File: config.mk
export PLATFORM = sky130hd
export DESIGN_NAME = rtc_control_status_regs
export DESIGN_NICKNAME = d
export VERILOG_FILES = /design/src/rtl/rtc_pkg.sv /design/src/rtl/rtc_control_status_regs.sv
export VERILOG_INCLUDE_DIRS = /design/src /design/src/rtl
export SDC_FILE = /design/constraint.sdc
export NUM_CORES = 1
export LEC_CHECK = 0
export BUFFER_PORTS_ARGS = -buffer_cell sky130_fd_sc_hd__buf_2
export CAP_MARGIN = 20
export CORE_ASPECT_RATIO = 1.75
export CORE_MARGIN = 3
export CORE_UTILIZATION = 55
export CTS_BUF_LIST = sky130_fd_sc_hd__clkbuf_16
export CTS_CLUSTER_DIAMETER = 100
export DETAILED_ROUTE_END_ITERATION = 10
export MAX_ROUTING_LAYER = met4
export PLACE_DENSITY = 0.78
export SYNTH_ARGS = -nofsm -noshare
export SYNTH_HDL_FRONTEND = slang
export SYNTH_SLANG_ARGS = --single-unit
File: constraint.sdc
create_clock -name I_CLK -period 7.4 [get_ports I_CLK]
set_input_delay 1.85 -clock I_CLK [delete_from_list [all_inputs] [get_ports I_CLK]]
set_output_delay 1.85 -clock I_CLK [all_outputs]
set_load 0.02 [all_outputs]
File: src/rtl/rtc_params.svh
`ifndef RTC_PARAMS_SVH
`define RTC_PARAMS_SVH
// ****************************************
// register offsets
// ****************************************
`define A_CNT0 8'h04
`define A_CNT1 8'h05
`define A_CNT2 8'h06
`define A_CTRL 8'h07
`define A_STAT 8'h08
`define A_CHRG 8'h10
// ****************************************
// field positions
// ****************************************
`define B_HALT 7
`define B_CEN 6
`define B_MODE 5
`define B_BBSQ 4
`define B_STEER 3
`define B_RSHI 2
`define B_RSLO 1
`define B_IRQ_EN 0
`define B_STOP_FLAG 7
`define B_CD_FLAG 0
// ****************************************
// reset values and keys
// ****************************************
`define CTRL_RST 8'h06
`define CHRG_RST 8'h00
`define CHRG_KEY 4'hA
`define DIODE_NONE 2'h1
`define DIODE_ONE 2'h2
`define RES_OFF 2'h0
// ****************************************
// timing
// ****************************************
`define CLK_HZ 200000000
`define OSC_HZ 32768
`define BASE_CYC (`CLK_HZ / (2 * `OSC_HZ))
`define TICK_HZ 4096
`define PULSE_MS 250
`define PULSE_TICKS ((`PULSE_MS * `TICK_HZ) / 1000)
`endif

File: src/rtl/rtc_pkg.sv
package rtc_pkg;
    typedef enum logic [1:0]
    {
        PS_IDLE = 2'b00,
        PS_RST  = 2'b01,
        PS_INT  = 2'b11
    } pulse_state_type;
endpackage : rtc_pkg

File: src/rtl/rtc_control_status_regs.sv
// Behaviour
// [RULE1] oscillator runs while halt bit is 0, stops into standby when 1
// [RULE2] on main supply the oscillator always runs
// [RULE3] power-up clears control bits except both rate selects, which are set
// [RULE4] countdown runs only when enabled, else its bytes are plain storage
// [RULE5] mode 0 decrements each second, reloads from seed at zero
// [RULE6] mode 1 decrements at 4096 Hz, sets flag at zero and stops
// [RULE7] any counter access before zero reloads from seed and restarts
// [RULE8] backup wave enable keeps square wave driven, else floats on supply fail
// [RULE9] steering 0 in mode 1 gives 250 ms reset pulse at zero
// [RULE10] steering 1 sends the 250 ms pulse to the interrupt pin
// [RULE11] rate select picks 1 Hz, 4.096, 8.192 or 32.768 kHz
// [RULE12] flag drives interrupt only with irq enable and output select set; the mode 1 interrupt pulse ignores output select
// [RULE13] a started interrupt pulse completes even if irq enable is cleared
// [RULE14] interrupt pin works on either supply
// [RULE15] oscillator stopped flag sets on any stop, clears only by writing 0
// [RULE16] mode 0 with irq enable holds interrupt low until flag cleared
// [RULE17] writing 0 clears the countdown flag, writing 1 leaves it
// [RULE18] mode 1 pulse lasts 250 ms, clears flag at end, not shortened
// [RULE19] charger enabled only with unlock pattern 1010
// [RULE20] diode choice 01 none, 10 one, 00 and 11 disable
// [RULE21] resistor choice 01, 10, 11 select a value, 00 disables
// [RULE22] counter write loads counter and seed; reloads use the seed
// [RULE23] unused status bits read zero and ignore writes
`timescale 1ns/1ps
`include "rtc_params.svh"
module rtc_control_status_regs #(
    parameter int BASE_CYCLES = `BASE_CYC
)(
    input  wire logic                    I_CLK,
    input  wire logic                    I_RST,
    input  wire logic [7:0]              I_REG_ADDR,
    input  wire logic                    I_REG_WR,
    input  wire logic                    I_REG_RD,
    input  wire logic [7:0]              I_REG_WDATA,
    input  wire logic                    I_ON_BACKUP,
    input  wire logic                    I_VCC_FAIL,
    input  wire logic                    I_IRQ_OUTPUT_SELECT,
    output logic      [7:0]              O_REG_RDATA,
    output logic                         O_WAVE,
    output logic                         O_WAVE_OE,
    output logic                         O_RST_OUT,
    output logic                         O_RST_OE,
    output logic                         O_IRQ_OUT,
    output logic                         O_IRQ_OE,
    output logic                         O_CHARGE_EN,
    output logic                         O_DIODE_SEL,
    output logic      [1:0]              O_RES_SEL,
    output logic                         O_STANDBY,
    output rtc_pkg::pulse_state_type     O_PULSE_STATE
);
    import rtc_pkg::*;

    // ****************************************
    // oscillator model and prescaler
    // ****************************************
    logic [11:0] div;
    logic [11:0] next_div;
    logic [15:0] pre;
    logic [15:0] next_pre;
    logic        osc_run;
    logic        base_tick;
    logic        tick4k;
    logic        tick1;
    logic [7:0]  ctrl;

    // on main supply the halt bit has no effect
    assign osc_run = !ctrl[`B_HALT] || !I_ON_BACKUP; // [RULE1] [RULE2]
    assign base_tick = osc_run && (div == 12'(BASE_CYCLES - 1));
    assign tick4k = base_tick && (pre[3:0] == 4'hF);
    assign tick1 = base_tick && (pre == 16'hFFFF);

    always_comb
    begin
        next_div = div;
        next_pre = pre;
        if (osc_run)
        begin
            next_div = base_tick ? 12'h000 : div + 12'h001;
            if (base_tick)
            begin
                next_pre = pre + 16'h0001;
            end
        end
    end

    always_ff @(posedge I_CLK or posedge I_RST)
    begin
        if (I_RST)
        begin
            div <= 12'h000;
            pre <= 16'h0000;
        end
        else
        begin
            div <= next_div;
            pre <= next_pre;
        end
    end

    // ****************************************
    // registers, countdown and pulse
    // ****************************************
    logic [7:0]      next_ctrl;
    logic [7:0]      chrg;
    logic [7:0]      next_chrg;
    logic            stop_flag;
    logic            next_stop_flag;
    logic            cd_flag;
    logic            next_cd_flag;
    logic [23:0]     cnt;
    logic [23:0]     next_cnt;
    logic [23:0]     seed;
    logic [23:0]     next_seed;
    pulse_state_type pst;
    pulse_state_type next_pst;
    logic [10:0]     pcnt;
    logic [10:0]     next_pcnt;
    logic            cnt_addr;
    logic            wr_stat;
    logic            cd_tick;
    logic            zero_ev;
    logic            pulse_end;

    assign cnt_addr = (I_REG_ADDR == `A_CNT0) || (I_REG_ADDR == `A_CNT1)
                   || (I_REG_ADDR == `A_CNT2);
    assign wr_stat = I_REG_WR && (I_REG_ADDR == `A_STAT);
    assign cd_tick = ctrl[`B_MODE] ? tick4k : tick1; // [RULE5] [RULE6]
    // counting is held during a pulse so a write restarts after it
    assign zero_ev = ctrl[`B_CEN] && cd_tick && (pst == PS_IDLE)
                  && (cnt == 24'h000001) && !(cnt_addr && (I_REG_WR || I_REG_RD));
    assign pulse_end = (pst != PS_IDLE) && tick4k
                    && (pcnt == 11'(`PULSE_TICKS - 1));

    always_comb
    begin
        next_ctrl = ctrl;
        next_chrg = chrg;
        next_stop_flag = stop_flag;
        next_cd_flag = cd_flag;
        next_cnt = cnt;
        next_seed = seed;
        next_pst = pst;
        next_pcnt = pcnt;
        if (I_REG_WR && (I_REG_ADDR == `A_CTRL))
        begin
            next_ctrl = I_REG_WDATA;
        end
        if (I_REG_WR && (I_REG_ADDR == `A_CHRG))
        begin
            next_chrg = I_REG_WDATA;
        end
        // only bits 7 and 0 are stored; set wins over a clear
        if (wr_stat && !I_REG_WDATA[`B_STOP_FLAG])
        begin
            next_stop_flag = 1'b0; // [RULE15]
        end
        if (!osc_run)
        begin
            next_stop_flag = 1'b1; // [RULE15]
        end
        if (wr_stat && !I_REG_WDATA[`B_CD_FLAG])
        begin
            next_cd_flag = 1'b0; // [RULE17]
        end
        if (pulse_end)
        begin
            next_cd_flag = 1'b0; // [RULE18]
        end
        if (I_REG_WR && cnt_addr)
        begin
            if (I_REG_ADDR == `A_CNT0)
            begin
                next_seed[7:0] = I_REG_WDATA;
            end
            else if (I_REG_ADDR == `A_CNT1)
            begin
                next_seed[15:8] = I_REG_WDATA;
            end
            else
            begin
                next_seed[23:16] = I_REG_WDATA;
            end
            next_cnt = next_seed; // [RULE22]
        end
        else if (I_REG_RD && cnt_addr && (cnt != 24'h000000))
        begin
            next_cnt = seed; // [RULE7]
        end
        else if (zero_ev)
        begin
            next_cd_flag = 1'b1;
            // periodic mode reloads, watchdog mode stops at zero
            next_cnt = ctrl[`B_MODE] ? 24'h000000 : seed; // [RULE5] [RULE6]
        end
        else if (ctrl[`B_CEN] && cd_tick && (pst == PS_IDLE) && (cnt != 24'h000000))
        begin
            next_cnt = cnt - 24'h000001; // [RULE4]
        end
        case (pst)
            PS_IDLE:
            begin
                next_pcnt = 11'h000;
                if (zero_ev && ctrl[`B_MODE])
                begin
                    if (!ctrl[`B_STEER])
                    begin
                        next_pst = PS_RST; // [RULE9]
                    end
                    else if (ctrl[`B_IRQ_EN])
                    begin
                        next_pst = PS_INT; // [RULE10]
                    end
                end
            end
            default:
            begin
                // enable and flag writes are not looked at here
                if (pulse_end)
                begin
                    next_pst = PS_IDLE; // [RULE13]
                end
                else if (tick4k)
                begin
                    next_pcnt = pcnt + 11'h001;
                end
            end
        endcase
    end

    always_ff @(posedge I_CLK or posedge I_RST)
    begin
        if (I_RST)
        begin
            ctrl <= `CTRL_RST; // [RULE3]
            chrg <= `CHRG_RST;
            stop_flag <= 1'b1; // [RULE15]
            cd_flag <= 1'b0;
            cnt <= 24'h000000;
            seed <= 24'h000000;
            pst <= PS_IDLE;
            pcnt <= 11'h000;
        end
        else
        begin
            ctrl <= next_ctrl;
            chrg <= next_chrg;
            stop_flag <= next_stop_flag;
            cd_flag <= next_cd_flag;
            cnt <= next_cnt;
            seed <= next_seed;
            pst <= next_pst;
            pcnt <= next_pcnt;
        end
    end

    // ****************************************
    // registered outputs
    // ****************************************
    logic [7:0] next_rdata;
    logic       next_wave;
    logic       next_irq_oe;
    logic       next_chg_en;

    always_comb
    begin
        next_rdata = O_REG_RDATA;
        if (I_REG_RD)
        begin
            if (I_REG_ADDR == `A_CNT0)
            begin
                next_rdata = cnt[7:0];
            end
            else if (I_REG_ADDR == `A_CNT1)
            begin
                next_rdata = cnt[15:8];
            end
            else if (I_REG_ADDR == `A_CNT2)
            begin
                next_rdata = cnt[23:16];
            end
            else if (I_REG_ADDR == `A_CTRL)
            begin
                next_rdata = ctrl;
            end
            else if (I_REG_ADDR == `A_STAT)
            begin
                next_rdata = {stop_flag, 6'h00, cd_flag}; // [RULE23]
            end
            else if (I_REG_ADDR == `A_CHRG)
            begin
                next_rdata = chrg;
            end
            else
            begin
                next_rdata = 8'h00;
            end
        end
        case (ctrl[`B_RSHI:`B_RSLO]) // [RULE11]
            2'h0: next_wave = pre[15];
            2'h1: next_wave = pre[3];
            2'h2: next_wave = pre[2];
            default: next_wave = pre[0];
        endcase
        // no supply gating, so the pin works on backup too
        next_irq_oe = (next_pst == PS_INT) || (!ctrl[`B_MODE] && ctrl[`B_IRQ_EN]
                   && I_IRQ_OUTPUT_SELECT && next_cd_flag); // [RULE12] [RULE14] [RULE16]
        next_chg_en = (chrg[7:4] == `CHRG_KEY) // [RULE19]
                   && ((chrg[3:2] == `DIODE_NONE) || (chrg[3:2] == `DIODE_ONE))
                   && (chrg[1:0] != `RES_OFF); // [RULE20] [RULE21]
    end

    always_ff @(posedge I_CLK or posedge I_RST)
    begin
        if (I_RST)
        begin
            O_REG_RDATA <= 8'h00;
            O_WAVE <= 1'b0;
            O_WAVE_OE <= 1'b1;
            O_RST_OUT <= 1'b0;
            O_RST_OE <= 1'b0;
            O_IRQ_OUT <= 1'b0;
            O_IRQ_OE <= 1'b0;
            O_CHARGE_EN <= 1'b0;
            O_DIODE_SEL <= 1'b0;
            O_RES_SEL <= 2'h0;
            O_STANDBY <= 1'b0;
            O_PULSE_STATE <= PS_IDLE;
        end
        else
        begin
            O_REG_RDATA <= next_rdata;
            O_WAVE <= next_wave;
            O_WAVE_OE <= !I_VCC_FAIL || ctrl[`B_BBSQ]; // [RULE8]
            O_RST_OUT <= 1'b0;
            O_RST_OE <= (next_pst == PS_RST); // [RULE9]
            O_IRQ_OUT <= 1'b0;
            O_IRQ_OE <= next_irq_oe;
            O_CHARGE_EN <= next_chg_en;
            O_DIODE_SEL <= (chrg[3:2] == `DIODE_ONE); // [RULE20]
            O_RES_SEL <= chrg[1:0]; // [RULE21]
            O_STANDBY <= ctrl[`B_HALT] && I_ON_BACKUP; // [RULE1]
            O_PULSE_STATE <= next_pst;
        end
    end

    // ****************************************
    // checks
    // ****************************************
    a_stop_sticky: assert property (@(posedge I_CLK) disable iff (I_RST) // [RULE15]
        !osc_run |=> stop_flag) else $error("osc stop flag not set");
    a_flag_keep: assert property (@(posedge I_CLK) disable iff (I_RST) // [RULE17]
        (wr_stat && I_REG_WDATA[`B_CD_FLAG] && cd_flag && !pulse_end) |=> cd_flag)
        else $error("writing one changed flag");
    a_flag_clear: assert property (@(posedge I_CLK) disable iff (I_RST) // [RULE17]
        (wr_stat && !I_REG_WDATA[`B_CD_FLAG] && !zero_ev) |=> !cd_flag)
        else $error("writing zero did not clear flag");
    a_main_run: assert property (@(posedge I_CLK) disable iff (I_RST) // [RULE2]
        !I_ON_BACKUP |-> osc_run ##1 !O_STANDBY)
        else $error("oscillator stopped on main supply");
    a_chg_lock: assert property (@(posedge I_CLK) disable iff (I_RST) // [RULE19]
        (chrg[7:4] != `CHRG_KEY) |=> !O_CHARGE_EN) else $error("charger unlocked");
    a_irq_hold: assert property (@(posedge I_CLK) disable iff (I_RST) // [RULE16]
        (!ctrl[`B_MODE] && ctrl[`B_IRQ_EN] && I_IRQ_OUTPUT_SELECT && cd_flag && !wr_stat)
        |=> O_IRQ_OE) else $error("alarm irq not held");
    a_irq_gate: assert property (@(posedge I_CLK) disable iff (I_RST) // [RULE12]
        (!I_IRQ_OUTPUT_SELECT && (next_pst != PS_INT)) |=> !O_IRQ_OE)
        else $error("irq driven without output select");
    a_pulse_run: assert property (@(posedge I_CLK) disable iff (I_RST) // [RULE13]
        (pst == PS_INT && !pulse_end) |=> (pst == PS_INT) && O_IRQ_OE)
        else $error("interrupt pulse cut short");
    a_rst_pulse: assert property (@(posedge I_CLK) disable iff (I_RST) // [RULE9]
        (zero_ev && ctrl[`B_MODE] && !ctrl[`B_STEER]) |=> O_RST_OE ##1 O_RST_OE)
        else $error("reset pulse missing");
    a_cnt_reload: assert property (@(posedge I_CLK) disable iff (I_RST) // [RULE7]
        (I_REG_RD && !I_REG_WR && cnt_addr && cnt != 24'h000000) |=> cnt == $past(seed))
        else $error("access did not reload counter");
    a_wave_float: assert property (@(posedge I_CLK) disable iff (I_RST) // [RULE8]
        (I_VCC_FAIL && !ctrl[`B_BBSQ]) |=> !O_WAVE_OE) else $error("wave pin not floated");
endmodule : rtc_control_status_regs

==> Implementation_results.wiki <==
{| class="wikitable"
! Metric !! Value
|-
| Crit path arrival time || 4.61 ns
|-
| I/O Buffers || 41
|-
| Total global-route track usage || 30.1%
|-
| Power Density || 269 nW/um^2
|-
| Root Driver || clkbuf_16
|-
| Run status || complete, no violations
|-
| Relative max-transition margin || 34.9%
|-
| Flip-flop cell with the highest count after synthesis || dfrtp_1
|-
| Vias in the first global route || 5752
|-
| Area share of the largest cell type after synthesis || 45.0%
|-
| Area growth syn-to-layout || 13.5%
|-
| Clock insertion delay at the later pin of the skew report || 0.42 ns
|-
| Clock skew || 0.00888 ns
|-
| Effective utilization at floorplan || 57.0%
|-
| # clock sinks || 124
|-
| Congestion Overflow GR || 0
|-
| Seq cells post-synth || 124
|-
| Cell type contributing the most total cell area after synthesis || dfrtp_1
|-
| Hold bufs inserted after CTS || 0
|-
| Kind of capture point of the worst setup path || register
|-
| Met1 Track Usage GR || 32.9%
|-
| Met2 track demand over resource in global routing || 49.6%
|-
| Clk slew on worst S/H paths || 0.06 ns
|-
| Drt first pass iters || 8
|-
| Setup repair after global routing missed its margin || no
|-
| Reg2Reg Setup Slack || 3.90 ns
|-
| CTS Buf Count || 17
|-
| Pin count of the biggest net entering global routing || 67
|-
| Synth Warn # || 0
|-
| CTS tree || yes
|-
| Per-cell via count in the routed design || 6.56
|-
| LEAKAGE || 3.31 nW
|-
| Number of distinct standard cells referenced by the synthesized netlist || 64
|-
| Number of slew-limit violations in the final report || 0
|-
| Syn Area/Cell || 9.72 sq um
|-
| I/O pins || 44
|-
| Final hold violation count || 0
|-
| Sequential-to-total area share from yosys stat || 46.5%
|-
| Worst ir drop on vdd || 0.218 mV
|-
| Global-route wire length before repair || 29900 um
|-
| Busiest grt layer || met2
|-
| Post-synthesis instance total || 687
|-
| Die X || 89.3 um
|-
| Floorplan die area || 13600 sq um
|-
| Asr flop ratio synth || 100%
|-
| Post-route fraction of the period consumed by the critical path || 58.1%
|-
| Hold Path Class || register to register
|-
| Combined area of all synthesized cells || 6680 sq um
|-
| Remaining routing DRC violations || 0
|-
| Highest Clock Rate || 0.232 GHz
|-
| Max Cap Violations || 0
|-
| Cell Rows || 52
|-
| Sum Neg Setup Slack || 0 ns
|-
| Fin nets || 755
|-
| Inserted Diodes || 0
|-
| CTS max path bufs || 2
|-
| Routed Wire Length || 18700 um
|-
| Share of post-route cells with drive strength above 1 || 19.3%
|-
| Setup crit start kind || input pin
|-
| Met3 Resource Use GR || 6.11%
|-
| Htree depth || 4
|-
| Count of flip-flops with a built-in enable after synthesis || 0
|-
| Post-DP HPWL || 13000 um
|-
| # fillers || 962
|-
| DR vias || 5722
|-
| Initial antenna violation count || 0
|-
| # resized after CTS || 0
|-
| Slew of the pin with the lowest slew margin || 0.974 ns
|-
| Minimum period implied by the final worst setup slack || 4.30 ns
|-
| Data required time of the critical path || 7.70 ns
|-
| Post-layout util || 64.7%
|-
| Post-CTS setup buffer count || 0
|-
| Final Wtd Congestion || 0.979
|-
| Chip height || 152 um
|-
| Count of nets left with antenna violations after detail routing || 0
|-
| Ranking of synthesized cells by area || dfrtp_1 (45%), mux2_2 (6.1%), a21oi_1 (4.1%)
|-
| Core footprint || 11700 sq um
|-
| Critical path start-end classification || input pin to register
|-
| Maximum fanout count along the critical path || 28
|-
| Final Power || 2.04 mW
|-
| Average routed wire per standard cell || 21.4 um
|-
| Iteration-0 DRC Markers || 617
|-
| Total setup violations reported at the end of the flow || 0
|}
-- Yosys cell counts (8+ instances only) --
library cell,n
o21ai_1,10
ha_1,8
nor2_1,69
nand3_1,19
o21ai_0,31
xnor2_1,22
mux2_2,36
inv_1,19
nor3_1,13
a222oi_1,9
a21oi_1,55
dfrtp_1,120
or3_1,11
xor2_1,24
nand2_1,64
nand4_1,11
clkbuf_1,21
nor3b_1,18
a22oi_1,12
a31oi_1,12
nor4_1,9
-- metal layers --
layer,part of all wire (%),wire [um]
met4,6.2,1160
met2,53,9810
met1,36,6640
met3,5.7,1060
met5,0,0
-- where the power goes --
| part | internal, mW | leakage (nW) | switching, mW | total [mW] |
|---|---|---|---|---|
| Clock | 0.481 | 0.288 | 0.358 | 0.839 |
| Sequential | 0.747 | 1.65 | 0.0990 | 0.846 |
| Combinational | 0.153 | 1.37 | 0.200 | 0.354 |
| Total | 1.38 | 3.31 | 0.657 | 2.04 |
-- cell usage in the layout (no fill, tap or decap), types with 13 or more instances in the layout --
cell	count
clkbuf_16	17
nand2_1	64
o21ai_0	31
a21oi_1	55
nor2_1	69
xor2_1	24
nor3b_1	18
dfrtp_1	120
nand3_1	19
xnor2_1	22
nor3_1	13
inv_1	18
buf_2	42
mux2_2	36
-- sequential cells by signal, summed over array words and instances (netlist names), 2 cells and up --
register / flops
O_PULSE_STATE: 2
O_REG_RDATA: 8
O_RES_SEL: 2
chrg: 8
cnt: 24
ctrl: 8
div: 12
pcnt: 11
pre: 16
seed: 24
-- critical path: stages --
cell	delay, ns
buf_2	0.27
nor2_1	0.61
nand3b_1	0.20
nor3b_1	0.82
nand2_1	0.44
mux2_2	0.39
-- area by class of cell --
type,instances,area (sq um),area share (%)
Clock buffer,17,425,5.62
Clock inverter,15,170,2.25
Inverter,19,73.8,0.974
Multi-Input combinational cell,513,3370,44.4
Sequential cell,124,3110,41.0
Tap cell,135,169,2.23
Timing Repair Buffer,49,264,3.48
-- path summary, 6_finish.rpt --
| check | cells past startpoint | to | startpoint |
|---|---|---|---|
| worst max-delay path | 6 | chrg[7]$_DFFE_PP0P_ | I_REG_ADDR[0] |
| worst min-delay path | 0 | O_RES_SEL[0]$_DFF_PP0_ | chrg[0]$_DFFE_PP0P_ |
| worst max register to register | 7 | cnt[5]$_DFFE_PP0P_ | cnt[17]$_DFFE_PP0P_ |
| worst min register to register | 0 | O_RES_SEL[0]$_DFF_PP0_ | chrg[0]$_DFFE_PP0P_ |
| max in group asynchronous | 3 | pre[10]$_DFFE_PP0P_ | I_RST |
| min in group asynchronous | 2 | seed[17]$_DFFE_PP0P_ | I_RST |
-- per-stage QoR --
| step | hold WS [ns] | cells | instance area, sq um | setup WS, ns |
|---|---|---|---|---|
| final | 0.462 | 872 | 7580 | 3.10 |
| after global routing | 0.469 | 872 | 7580 | 2.86 |
| after CTS | 0.463 | 869 | 7550 | 3.10 |
| after detailed placement | 0.449 | 837 | 6960 | 2.70 |
| after global placement | 0.433 | 837 | 6960 | 2.76 |
| after floorplan | 0.390 | 688 | 6680 | 2.26 |
-- kinds of logic (layout without fill, tap and decap cells) --
kind of cell,after synthesis,in the layout,share of synthesized area [%]
fa+ha+maj,8,8,1.50
buf+inv,51,100,3.20
mux,40,40,7.05
compound gates,159,159,15.3
other cells,1,2,0.0562
xor+xnor,46,46,6.03
flops,124,124,46.5
simple gates,258,258,20.4
No activity file was read; power rests on OpenSTA's default activity.
